===== src/include/hsp_pkg.sv =====
package hsp_pkg;
  // Clock and rate figures
  localparam int unsigned CLK_HZ = 250_000_000; // Core clock rate
  localparam int unsigned BAUD_DEFAULT = 115200; // Start-up line rate
  localparam int unsigned BAUD_MAX = 3_000_000; // Highest raised rate
  // Cycles per bit, rounded down
  localparam int unsigned DIV_DEFAULT = CLK_HZ / BAUD_DEFAULT;
  localparam int unsigned DIV_MIN = CLK_HZ / BAUD_MAX;
  localparam int DIV_W = 16; // Divider register width
  localparam logic [15:0] DIV_RESET = 16'(DIV_DEFAULT);
  localparam logic [15:0] DIV_FLOOR = 16'(DIV_MIN);
  // Character format
  localparam int DATA_BITS = 8; // Data bits per character
  localparam logic [3:0] LAST_BIT = 4'h7; // Index of final data bit
  // Synchroniser reset: pins idle, SPI clock low, no hibernate
  localparam logic [5:0] SYNC_RESET = 6'h3B;
  // Byte with valid, carried between block and user logic
  typedef struct packed {
    logic valid;
    logic [7:0] data;
  } hsp_byte_s;
  // Serial-side states
  typedef enum logic [1:0] {ST_IDLE, ST_START, ST_DATA, ST_STOP} hsp_ser_e;
endpackage


===== src/hsp_top.sv =====
`timescale 1ns/10ps
module hsp_top
  import hsp_pkg::*;
(
  // Clock and reset
  input wire logic I_MCLK,
  input wire logic I_SYS_RST,
  // UART pins
  input wire logic I_UART_RX,
  output logic O_UART_TX,
  input wire logic I_UART_CTS_N,
  output logic O_UART_RTS_N,
  // SPI host pins, sampled on core clock
  input wire logic I_SPI_CLK,
  input wire logic I_HOST_PORT_SELECT_N,
  input wire logic I_SPI_MOSI,
  output logic O_SPI_MISO,
  // Host control pins
  output logic O_HOST_ATTENTION_OUT,
  input wire logic I_HIBERNATE_REQUEST_N,
  // User side
  input wire hsp_byte_s I_TX,
  output logic O_TX_READY,
  output hsp_byte_s O_RX,
  input wire logic I_RX_READY,
  input wire hsp_byte_s I_SPI_TX,
  output hsp_byte_s O_SPI_RX,
  input wire logic I_ATTN_REQ,
  input wire logic I_RATE_WE,
  input wire logic [15:0] I_RATE_DIV,
  output logic O_HIBERNATE
);
  // Two-flop synchronisers for all pin inputs
  logic [5:0] sy1_reg, sy2_reg;
  wire [5:0] pins = {I_HIBERNATE_REQUEST_N, I_SPI_MOSI,
    I_HOST_PORT_SELECT_N, I_SPI_CLK, I_UART_CTS_N, I_UART_RX};
  always_ff @(posedge I_MCLK or posedge I_SYS_RST) begin
    if (I_SYS_RST) begin
      // Idle levels, so no false clock edge follows reset
      sy1_reg <= SYNC_RESET;
      sy2_reg <= SYNC_RESET;
    end else begin
      sy1_reg <= pins;
      sy2_reg <= sy1_reg;
    end
  end
  wire rx_s = sy2_reg[0];
  wire cts_n_s = sy2_reg[1];
  wire sck_s = sy2_reg[2];
  wire sel_n_s = sy2_reg[3];
  wire mosi_s = sy2_reg[4];
  wire hib_n_s = sy2_reg[5];

  // Hibernate: low request blocks new UART frames, SPI select and attention; a frame under way runs to its end
  wire hib = ~hib_n_s;
  assign O_HIBERNATE = hib;

  // Bit period divider, default rate after reset
  logic [15:0] div_reg;
  wire [15:0] div_next = (I_RATE_DIV < DIV_FLOOR) ? DIV_FLOOR : I_RATE_DIV;
  always_ff @(posedge I_MCLK or posedge I_SYS_RST) begin
    if (I_SYS_RST) div_reg <= DIV_RESET;
    else if (I_RATE_WE) div_reg <= div_next;
  end

  // Transmitter: start, 8 data LSB first, stop
  hsp_ser_e tst_reg;
  logic [15:0] tcnt_reg;
  logic [3:0] tbit_reg;
  logic [7:0] tsh_reg;
  logic tx_reg;
  wire tend = (tcnt_reg == div_reg - 16'h0001);
  // Accept only when idle and peer clears us
  assign O_TX_READY = (tst_reg == ST_IDLE) & ~cts_n_s & ~hib;
  always_ff @(posedge I_MCLK or posedge I_SYS_RST) begin
    if (I_SYS_RST) begin
      tst_reg <= ST_IDLE;
      tcnt_reg <= 16'h0000;
      tbit_reg <= 4'h0;
      tsh_reg <= 8'h00;
      tx_reg <= 1'b1;
    end else begin
      tcnt_reg <= (tst_reg == ST_IDLE || tend) ? 16'h0000 :
        tcnt_reg + 16'h0001;
      unique case (tst_reg)
        ST_IDLE: if (O_TX_READY && I_TX.valid) begin
          tsh_reg <= I_TX.data;
          tx_reg <= 1'b0;
          tst_reg <= ST_START;
        end
        ST_START: if (tend) begin
          tx_reg <= tsh_reg[0]; // LSB first
          tbit_reg <= 4'h0;
          tst_reg <= ST_DATA;
        end
        ST_DATA: if (tend) begin
          if (tbit_reg == LAST_BIT) begin
            tx_reg <= 1'b1;
            tst_reg <= ST_STOP;
          end else begin
            tx_reg <= tsh_reg[tbit_reg[2:0] + 3'h1];
            tbit_reg <= tbit_reg + 4'h1;
          end
        end
        ST_STOP: if (tend) tst_reg <= ST_IDLE; // One stop bit
      endcase
    end
  end
  assign O_UART_TX = tx_reg;

  // Receiver: mid-bit sampling, no parity
  hsp_ser_e rst_reg;
  logic [15:0] rcnt_reg;
  logic [3:0] rbit_reg;
  logic [7:0] rsh_reg;
  hsp_byte_s rx_reg;
  wire rend = (rcnt_reg == div_reg - 16'h0001);
  wire rmid = (rcnt_reg == {1'b0, div_reg[15:1]});
  always_ff @(posedge I_MCLK or posedge I_SYS_RST) begin
    if (I_SYS_RST) begin
      rst_reg <= ST_IDLE;
      rcnt_reg <= 16'h0000;
      rbit_reg <= 4'h0;
      rsh_reg <= 8'h00;
      rx_reg <= '0;
    end else begin
      // Held byte leaves on user handshake
      if (rx_reg.valid && I_RX_READY) rx_reg.valid <= 1'b0;
      rcnt_reg <= (rst_reg == ST_IDLE || rend) ? 16'h0000 :
        rcnt_reg + 16'h0001;
      unique case (rst_reg)
        ST_IDLE: if (!rx_s && !hib) rst_reg <= ST_START;
        ST_START: begin
          if (rmid && rx_s) rst_reg <= ST_IDLE; // Glitch, not a start
          else if (rend) begin
            rbit_reg <= 4'h0;
            rst_reg <= ST_DATA;
          end
        end
        ST_DATA: begin
          if (rmid) rsh_reg <= {rx_s, rsh_reg[7:1]}; // LSB first
          if (rend) begin
            if (rbit_reg == LAST_BIT) rst_reg <= ST_STOP;
            else rbit_reg <= rbit_reg + 4'h1;
          end
        end
        ST_STOP: if (rmid) begin
          if (rx_s) begin
            rx_reg.data <= rsh_reg;
            rx_reg.valid <= 1'b1;
          end
          rst_reg <= ST_IDLE; // Framing error drops byte
        end
      endcase
    end
  end
  assign O_RX = rx_reg;
  // Hold off peer while a byte waits
  assign O_UART_RTS_N = rx_reg.valid | hib;

  // SPI slave, mode 0: sample on rise, shift on fall
  logic sck_d_reg;
  logic [2:0] sbit_reg;
  logic [7:0] sin_reg, sout_reg;
  hsp_byte_s srx_reg;
  wire sck_rise = sck_s & ~sck_d_reg;
  wire sck_fall = ~sck_s & sck_d_reg;
  wire sel = ~sel_n_s & ~hib; // Select is active low
  always_ff @(posedge I_MCLK or posedge I_SYS_RST) begin
    if (I_SYS_RST) begin
      sck_d_reg <= 1'b0;
      sbit_reg <= 3'h0;
      sin_reg <= 8'h00;
      sout_reg <= 8'h00;
      srx_reg <= '0;
    end else begin
      sck_d_reg <= sck_s;
      srx_reg.valid <= 1'b0;
      if (!sel) begin
        sbit_reg <= 3'h0;
        sout_reg <= I_SPI_TX.valid ? I_SPI_TX.data : 8'h00;
      end else if (sck_rise) begin
        sin_reg <= {sin_reg[6:0], mosi_s}; // MOSI
        sbit_reg <= sbit_reg + 3'h1;
        if (sbit_reg == 3'h7) begin
          srx_reg.data <= {sin_reg[6:0], mosi_s};
          srx_reg.valid <= 1'b1;
        end
      end else if (sck_fall) begin
        sout_reg <= (sbit_reg == 3'h0 && I_SPI_TX.valid) ?
          I_SPI_TX.data : {sout_reg[6:0], 1'b0};
      end
    end
  end
  assign O_SPI_RX = srx_reg;
  assign O_SPI_MISO = sout_reg[7]; // Device drives MISO

  // Attention: high level until host selects or hibernate is requested
  logic attn_reg;
  always_ff @(posedge I_MCLK or posedge I_SYS_RST) begin
    if (I_SYS_RST) attn_reg <= 1'b0;
    else if (I_ATTN_REQ && !hib) attn_reg <= 1'b1; // Set wins
    else if (sel || hib) attn_reg <= 1'b0;
  end
  assign O_HOST_ATTENTION_OUT = attn_reg;
endmodule


===== config.mk =====
export PLATFORM = sky130hd
export DESIGN_NAME = hsp_top
export DESIGN_NICKNAME = d
export VERILOG_FILES = /design/src/include/hsp_pkg.sv /design/src/hsp_top.sv
export SDC_FILE = /design/constraint.sdc
export NUM_CORES = 1
export LEC_CHECK = 0
export ABC_AREA = 1
export BUFFER_PORTS_ARGS = -buffer_cell sky130_fd_sc_hd__buf_2
export CAP_MARGIN = 10
export CELL_PAD_IN_SITES_DETAIL_PLACEMENT = 0
export CELL_PAD_IN_SITES_GLOBAL_PLACEMENT = 1
export CORE_AREA = 2 2 116 146
export CTS_CLUSTER_DIAMETER = 200
export DETAILED_ROUTE_END_ITERATION = 12
export DIE_AREA = 0 0 118 148
export PLACE_DENSITY = 0.83
export RECOVER_POWER = 50
export SETUP_SLACK_MARGIN = 0.3
export SYNTH_ARGS = -nofsm -noshare
export SYNTH_HDL_FRONTEND = slang
export SYNTH_SLANG_ARGS = --single-unit

===== constraint.sdc =====
create_clock -name I_MCLK -period 4.7 [get_ports I_MCLK]
set_input_delay 0.235 -clock I_MCLK [delete_from_list [all_inputs] [get_ports I_MCLK]]
set_output_delay 0.235 -clock I_MCLK [all_outputs]
set_load 0.1 [all_outputs]

======== Word-level counts from Yosys, hierarchy flattened ========
Cells that the tools add are included.
Widths: inputs -> output; s select.
operators by class
  muxes and demuxes ....................... 48
  add/sub/neg operators ................... 7
  bitwise gates (word level) .............. 11
  reductions and logical operators ........ 28
  equal/unequal tests ..................... 29
  order comparisons ....................... 2
operator list
  kind                   count
  $mux 9                 6
  $mux 16                3
  $mux 8                 5
  $add 16x1->16 const B  2
  $eq 16x16->1           2
  $mux 4                 7
  $ne 2x2->1 const B     14
  $mux 2                 11
  $eq 16x15->1           1
  $lt 16x7->1 const B    1
  $pmux 2 s4             2
  $pmux 4 s2             2
  $sub 16x1->16 const B  1
  $reduce_and 5->1       3
  $add 4x1->4 const B    2
  $eq 2x2->1 const B     4
  $eq 4x3->1 const B     2
  $mux 1                 8
  $reduce_and 2->1       4
  $reduce_and 4->1       2
  $add 3x1->3 const B    2
  $logic_and 1x1->1      6
  $mux 3                 2
  $reduce_and 3->1       2
  16 further kinds       31
storage, ports and cells
  input port bits ......................... 45
  register bits after elaboration ......... 127
  word-level logic and storage cells ...... 146
  output and inout bits ................... 24

======== Logic depth before layout (Yosys ltp) ========
  word-level depth ........................ 6
  depth in mapped cells ................... 17
  mapped depth without buffers ............ 17

======== Least setup slack after synthesis ========
No wires, ideal clock.
  kind .................................... register to register
  start ................................... register sy2_reg[5]
  end ..................................... register tsh_reg[0]
  slack ................................... 0.540 ns
  clock period less this slack ............ 4.160 ns
  arrival time ............................ 4.036 ns
  data required time ...................... 4.575 ns
  setup time .............................. 0.125 ns
  cell stages (with the launch flop) ...... 6
  path buffers ............................ 1
  cell sequence ........................... dfstp_2 -> inv_1 -> nor3_1 -> nand2_1 -> clkbuf_1 -> mux2_2
on the way
  longest elaborated chain between the ends .. 3
RTL lines
  what                               RTL line       text
  start: declaration                 hsp_top.sv:34  logic [5:0] sy1_reg, sy2_reg;
  start signal: assignment           hsp_top.sv:44  sy2_reg <= sy1_reg;
  $and 1x1->1                        hsp_top.sv:74  assign O_TX_READY = (tst_reg == ST_IDLE) & ~cts_n_s & ~hib;
  named net O_TX_READY               hsp_top.sv:23  output logic O_TX_READY,
  $logic_and 1x1->1                  hsp_top.sv:86  ST_IDLE: if (O_TX_READY && I_TX.valid) begin
  $reduce_and 2->1 (no source line)  --
  end signal: assignment             hsp_top.sv:87  tsh_reg <= I_TX.data;
  end: declaration                   hsp_top.sv:70  logic [7:0] tsh_reg;
The timed path passes the listed nets, and every way through them passes these cells.
A chain may end at the register's enable or synchronous reset.

======== Worst setup path after layout ========
  start ................................... register sy2_reg[5]
  end ..................................... register srx_reg, in the netlist O_SPI_RX[6]
on the way
  longest elaborated chain between the ends .. 2
RTL lines
  what                               RTL line        text
  $and 1x1->1                        hsp_top.sv:168  wire sel = ~sel_n_s & ~hib;
  $reduce_and 3->1 (no source line)  --
  end: declaration                   hsp_top.sv:165  hsp_byte_s srx_reg;
Every way passes these cells.

==> key figures <==
Critical path
  • Reg2reg path depth: 5
  • Worst path arrival time: 3.01 ns
  • Worst Setup SP: sy2_reg[5]
  • Worst setup SP type: register
  • Crit-path max FO: 15
  • Crit path required time: 5.00 ns
  • Crit end category: register
  • Type of the worst setup path: register to register
  • Setup crit end: O_SPI_RX[6]
  • FF-to-FF setup slack: 1.99 ns
  • Worst r2r dst: O_SPI_RX[6]
  • R2R Path Start: sy2_reg[5]

Global route
  • Largest net degree at the start of global routing: 79
  • Initial antenna violation count: 0
  • Tot GR Track Use: 0.1962
  • First-pass GRT wire length: 27.32 mm
  • Vias in the first global route: 5660
  • Grt total ovfl: 0

Power
  • PD cells: 428.0 mW/mm²
  • Lkg Pwr: 3.994 nW
  • Total power: 0.003516 W
  • Peak supply drop: 244.0 µV

Placement
  • GPL Wtd Cong: 0.8732
  • DP Wirelength: 11.97 mm
  • Pre-CTS worst setup slack: 2.018 ns
  • Port bufs: 68

Timing
  • Max Freq: 369.1 MHz
  • Fin crit period: 2.709 ns
  • Final Hold Viols: 0
  • Fin crit share: 0.5764
  • RSZ-0062 raised after global routing: no
  • Worst Skew: 0.008671 ns
  • Fin Hold WS: 0.04682 ns
  • Slew headroom: -0.7028
  • Setup ws final: 1.991 ns
  • Worst Max-Slew Pin Slew: 2.554 ns
  • Final setup TNS: 0 ns
  • Max-slew violations: 129
  • Final setup fails: 0

Clock network
  • Num CTS Buffers: 17
  • Root buf cell: clkbuf_16
  • Clk Latency, worst-skew pair: 0.42 ns
  • H-tree depth: 4
  • Clock slew at reported path FFs: 0.06 ns
  • CTS tree: yes
  • Max clock buf depth: 2
  • Post-CTS sizing: 0
  • CTS sink count: 127

Synthesis
  • Fraction of the yosys area taken by sequential cells: 0.4596
  • Cells after synthesis: 906
  • Commonest cells in the netlist: nand2_1, dfrtp_1, nor2_1
  • Synthesis-stage register bit count: 127
  • Post-synth ARST share: 1.000
  • Post-synth EDFFs: 0
  • Adder-cell share of the synthesized area: 0.02157
  • Ys flop type: dfrtp_1
  • Compound-gate portion of the synthesized area: 0.07406
  • Synth area leader: dfrtp_1
  • Avg Cell Area, Syn: 7.683 µm²
  • Share of the synthesized area in the top cell type: 0.3955
  • Top cells by area, synth: dfrtp_1, nand2_1, dfstp_2, nor2_1, inv_1
  • Mux contribution to synthesized area: 0.01672
  • Mapped Area: 0.006960 mm²
  • Post-Synth XOR/XNOR Area: 0.02139
  • Syn Nets: 963
  • Yosys warnings: 0
  • Most common cell in the synthesized netlist: nand2_1
  • Largest family of logic cells by synthesized area: simple AND/OR/NAND/NOR gates
  • Synth unique cells: 37
  • Area share of and/or/nand/nor cells after synthesis: 0.3403

Die
  • Row Count: 52
  • Die ar.: 0.01746 mm²
  • Core Area: 0.01607 mm²
  • Die H: 148 µm
  • I/O Pins: 69
  • Initial Utilization: 0.4331
  • Die X: 118 µm

Final layout
  • Layout cell share with drive strength beyond 1: 0.1727
  • Area Growth Syn to Fin: 18.03%
  • Fin nets: 1046
  • Diodes inserted: 0

Run status
  • Status: finished with violations
  • Failing checks: capacitance limit, slew limit

Min path
  • Worst hold-check path type: input port to register

Drt
  • Via density: 4.831
  • Drt drc: 0
  • Drt pass-1 iters: 4
  • Routed wire length: 16.06 mm
  • Detail Route Antenna Nets: 0
  • DR WL/cell: 13.18 µm
  • Drt initial violations: 350
  • Vias post-DR: 5884

Job
  • Max-Cap Viols: 2
cell families after synthesis:
| kind of cell | Yosys count |
|---|---|
| flops | 127 |
| mux | 10 |
| xor+xnor | 17 |
| buf+inv | 118 |
| simple gates | 522 |
| compound gates | 100 |
| fa+ha+maj | 12 |
critical path, stage by stage (launching register included):
cell and delay, ns:
dfstp_1 0.57, inv_1 0.13, nor2_1 0.40, nand2_1 0.37
nor2_1 0.71, mux2_2 0.41
where the power goes:
group | switching (W) | internal, W | leakage [nW]
Clock | 0.000523 | 0.000894 | 0.308
Sequential | 0.000109 | 0.00122 | 1.64
Combinational | 0.000502 | 0.000264 | 2.05
Total | 0.00113 | 0.00238 | 3.99
area by class of cell:
class	count	area (µm²)
Multi-Input combinational cell	661	3299
Clock buffer	17	425.4
Inverter	105	395.4
Tap cell	216	270.3
Clock inverter	15	207.7
Sequential cell	127	3199
Timing Repair Buffer	77	417.9
Fill cell	1635	7855
through the flow:
| stage | area (µm²) | utilization | cells |
|---|---|---|---|
| after global placement | 7521 | 0.4680 | 1179 |
| after detailed placement | 7521 | 0.4680 | 1179 |
| after floorplan | 6960 | - | 906 |
| final | 8215 | 0.5112 | 1218 |
| after CTS | 8224 | 0.5118 | 1218 |
| after global routing | 8215 | 0.5112 | 1218 |
cells in the final DEF, fill, tap and decap left out, types with 2 or more instances in the layout:
cell and instances:
nand3_2 4, inv_6 3, inv_1 102, nor3_1 16, inv_2 2, or2_2 3
nor3b_2 2, dfrtp_1 110, xor2_1 12, nor3b_1 10, xnor2_1 5, clkbuf_2 2
buf_2 66, dfstp_2 15, mux2_2 9, nor2_2 15, nor2_1 105, dfstp_1 2
nor2_4 4, nand3b_1 6, clkbuf_1 2, a31oi_1 7, and2_1 3, nand2_2 8
ha_1 12, nand2_1 251, o21ai_1 12, nand3_1 73, clkinv_4 5, a21oi_1 27
bufinv_16 4, o21ai_0 52, nor3_2 7, dlygate4sd3_1 7, nand4_1 11, clkinv_2 2
clkbuf_16 17
layer usage:
metal,vias up,global-route usage,part of all wire
met5,-,0,0
li1,3086,-,-
met3,14,0.04552,0.030
met1,2700,0.2556,0.46
met4,0,0.05783,0.014
met2,84,0.3270,0.49
how the worst min path moves through the flow:
stage,start,endpoint,slack [ns],depth (start not counted)
floorplan,I_UART_RX,sy1_reg[0],0.24,0
global placement,sy1_reg[2],sy2_reg[2],0.34,0
detailed placement,sy1_reg[2],sy2_reg[2],0.33,0
CTS,I_SYS_RST,O_SPI_RX[2],0.0002,3
global route,I_TX[4],tsh_reg[4],0.03,2
finish,I_RATE_DIV[14],div_reg[14],0.05,3
timing repair:
item                      in CTS  in global routing
hold buffers                   7                  0
hold endpoints to repair       7                  0
setup buffers                  0                  0
Note: power is estimated with default switching activity, not from simulation.
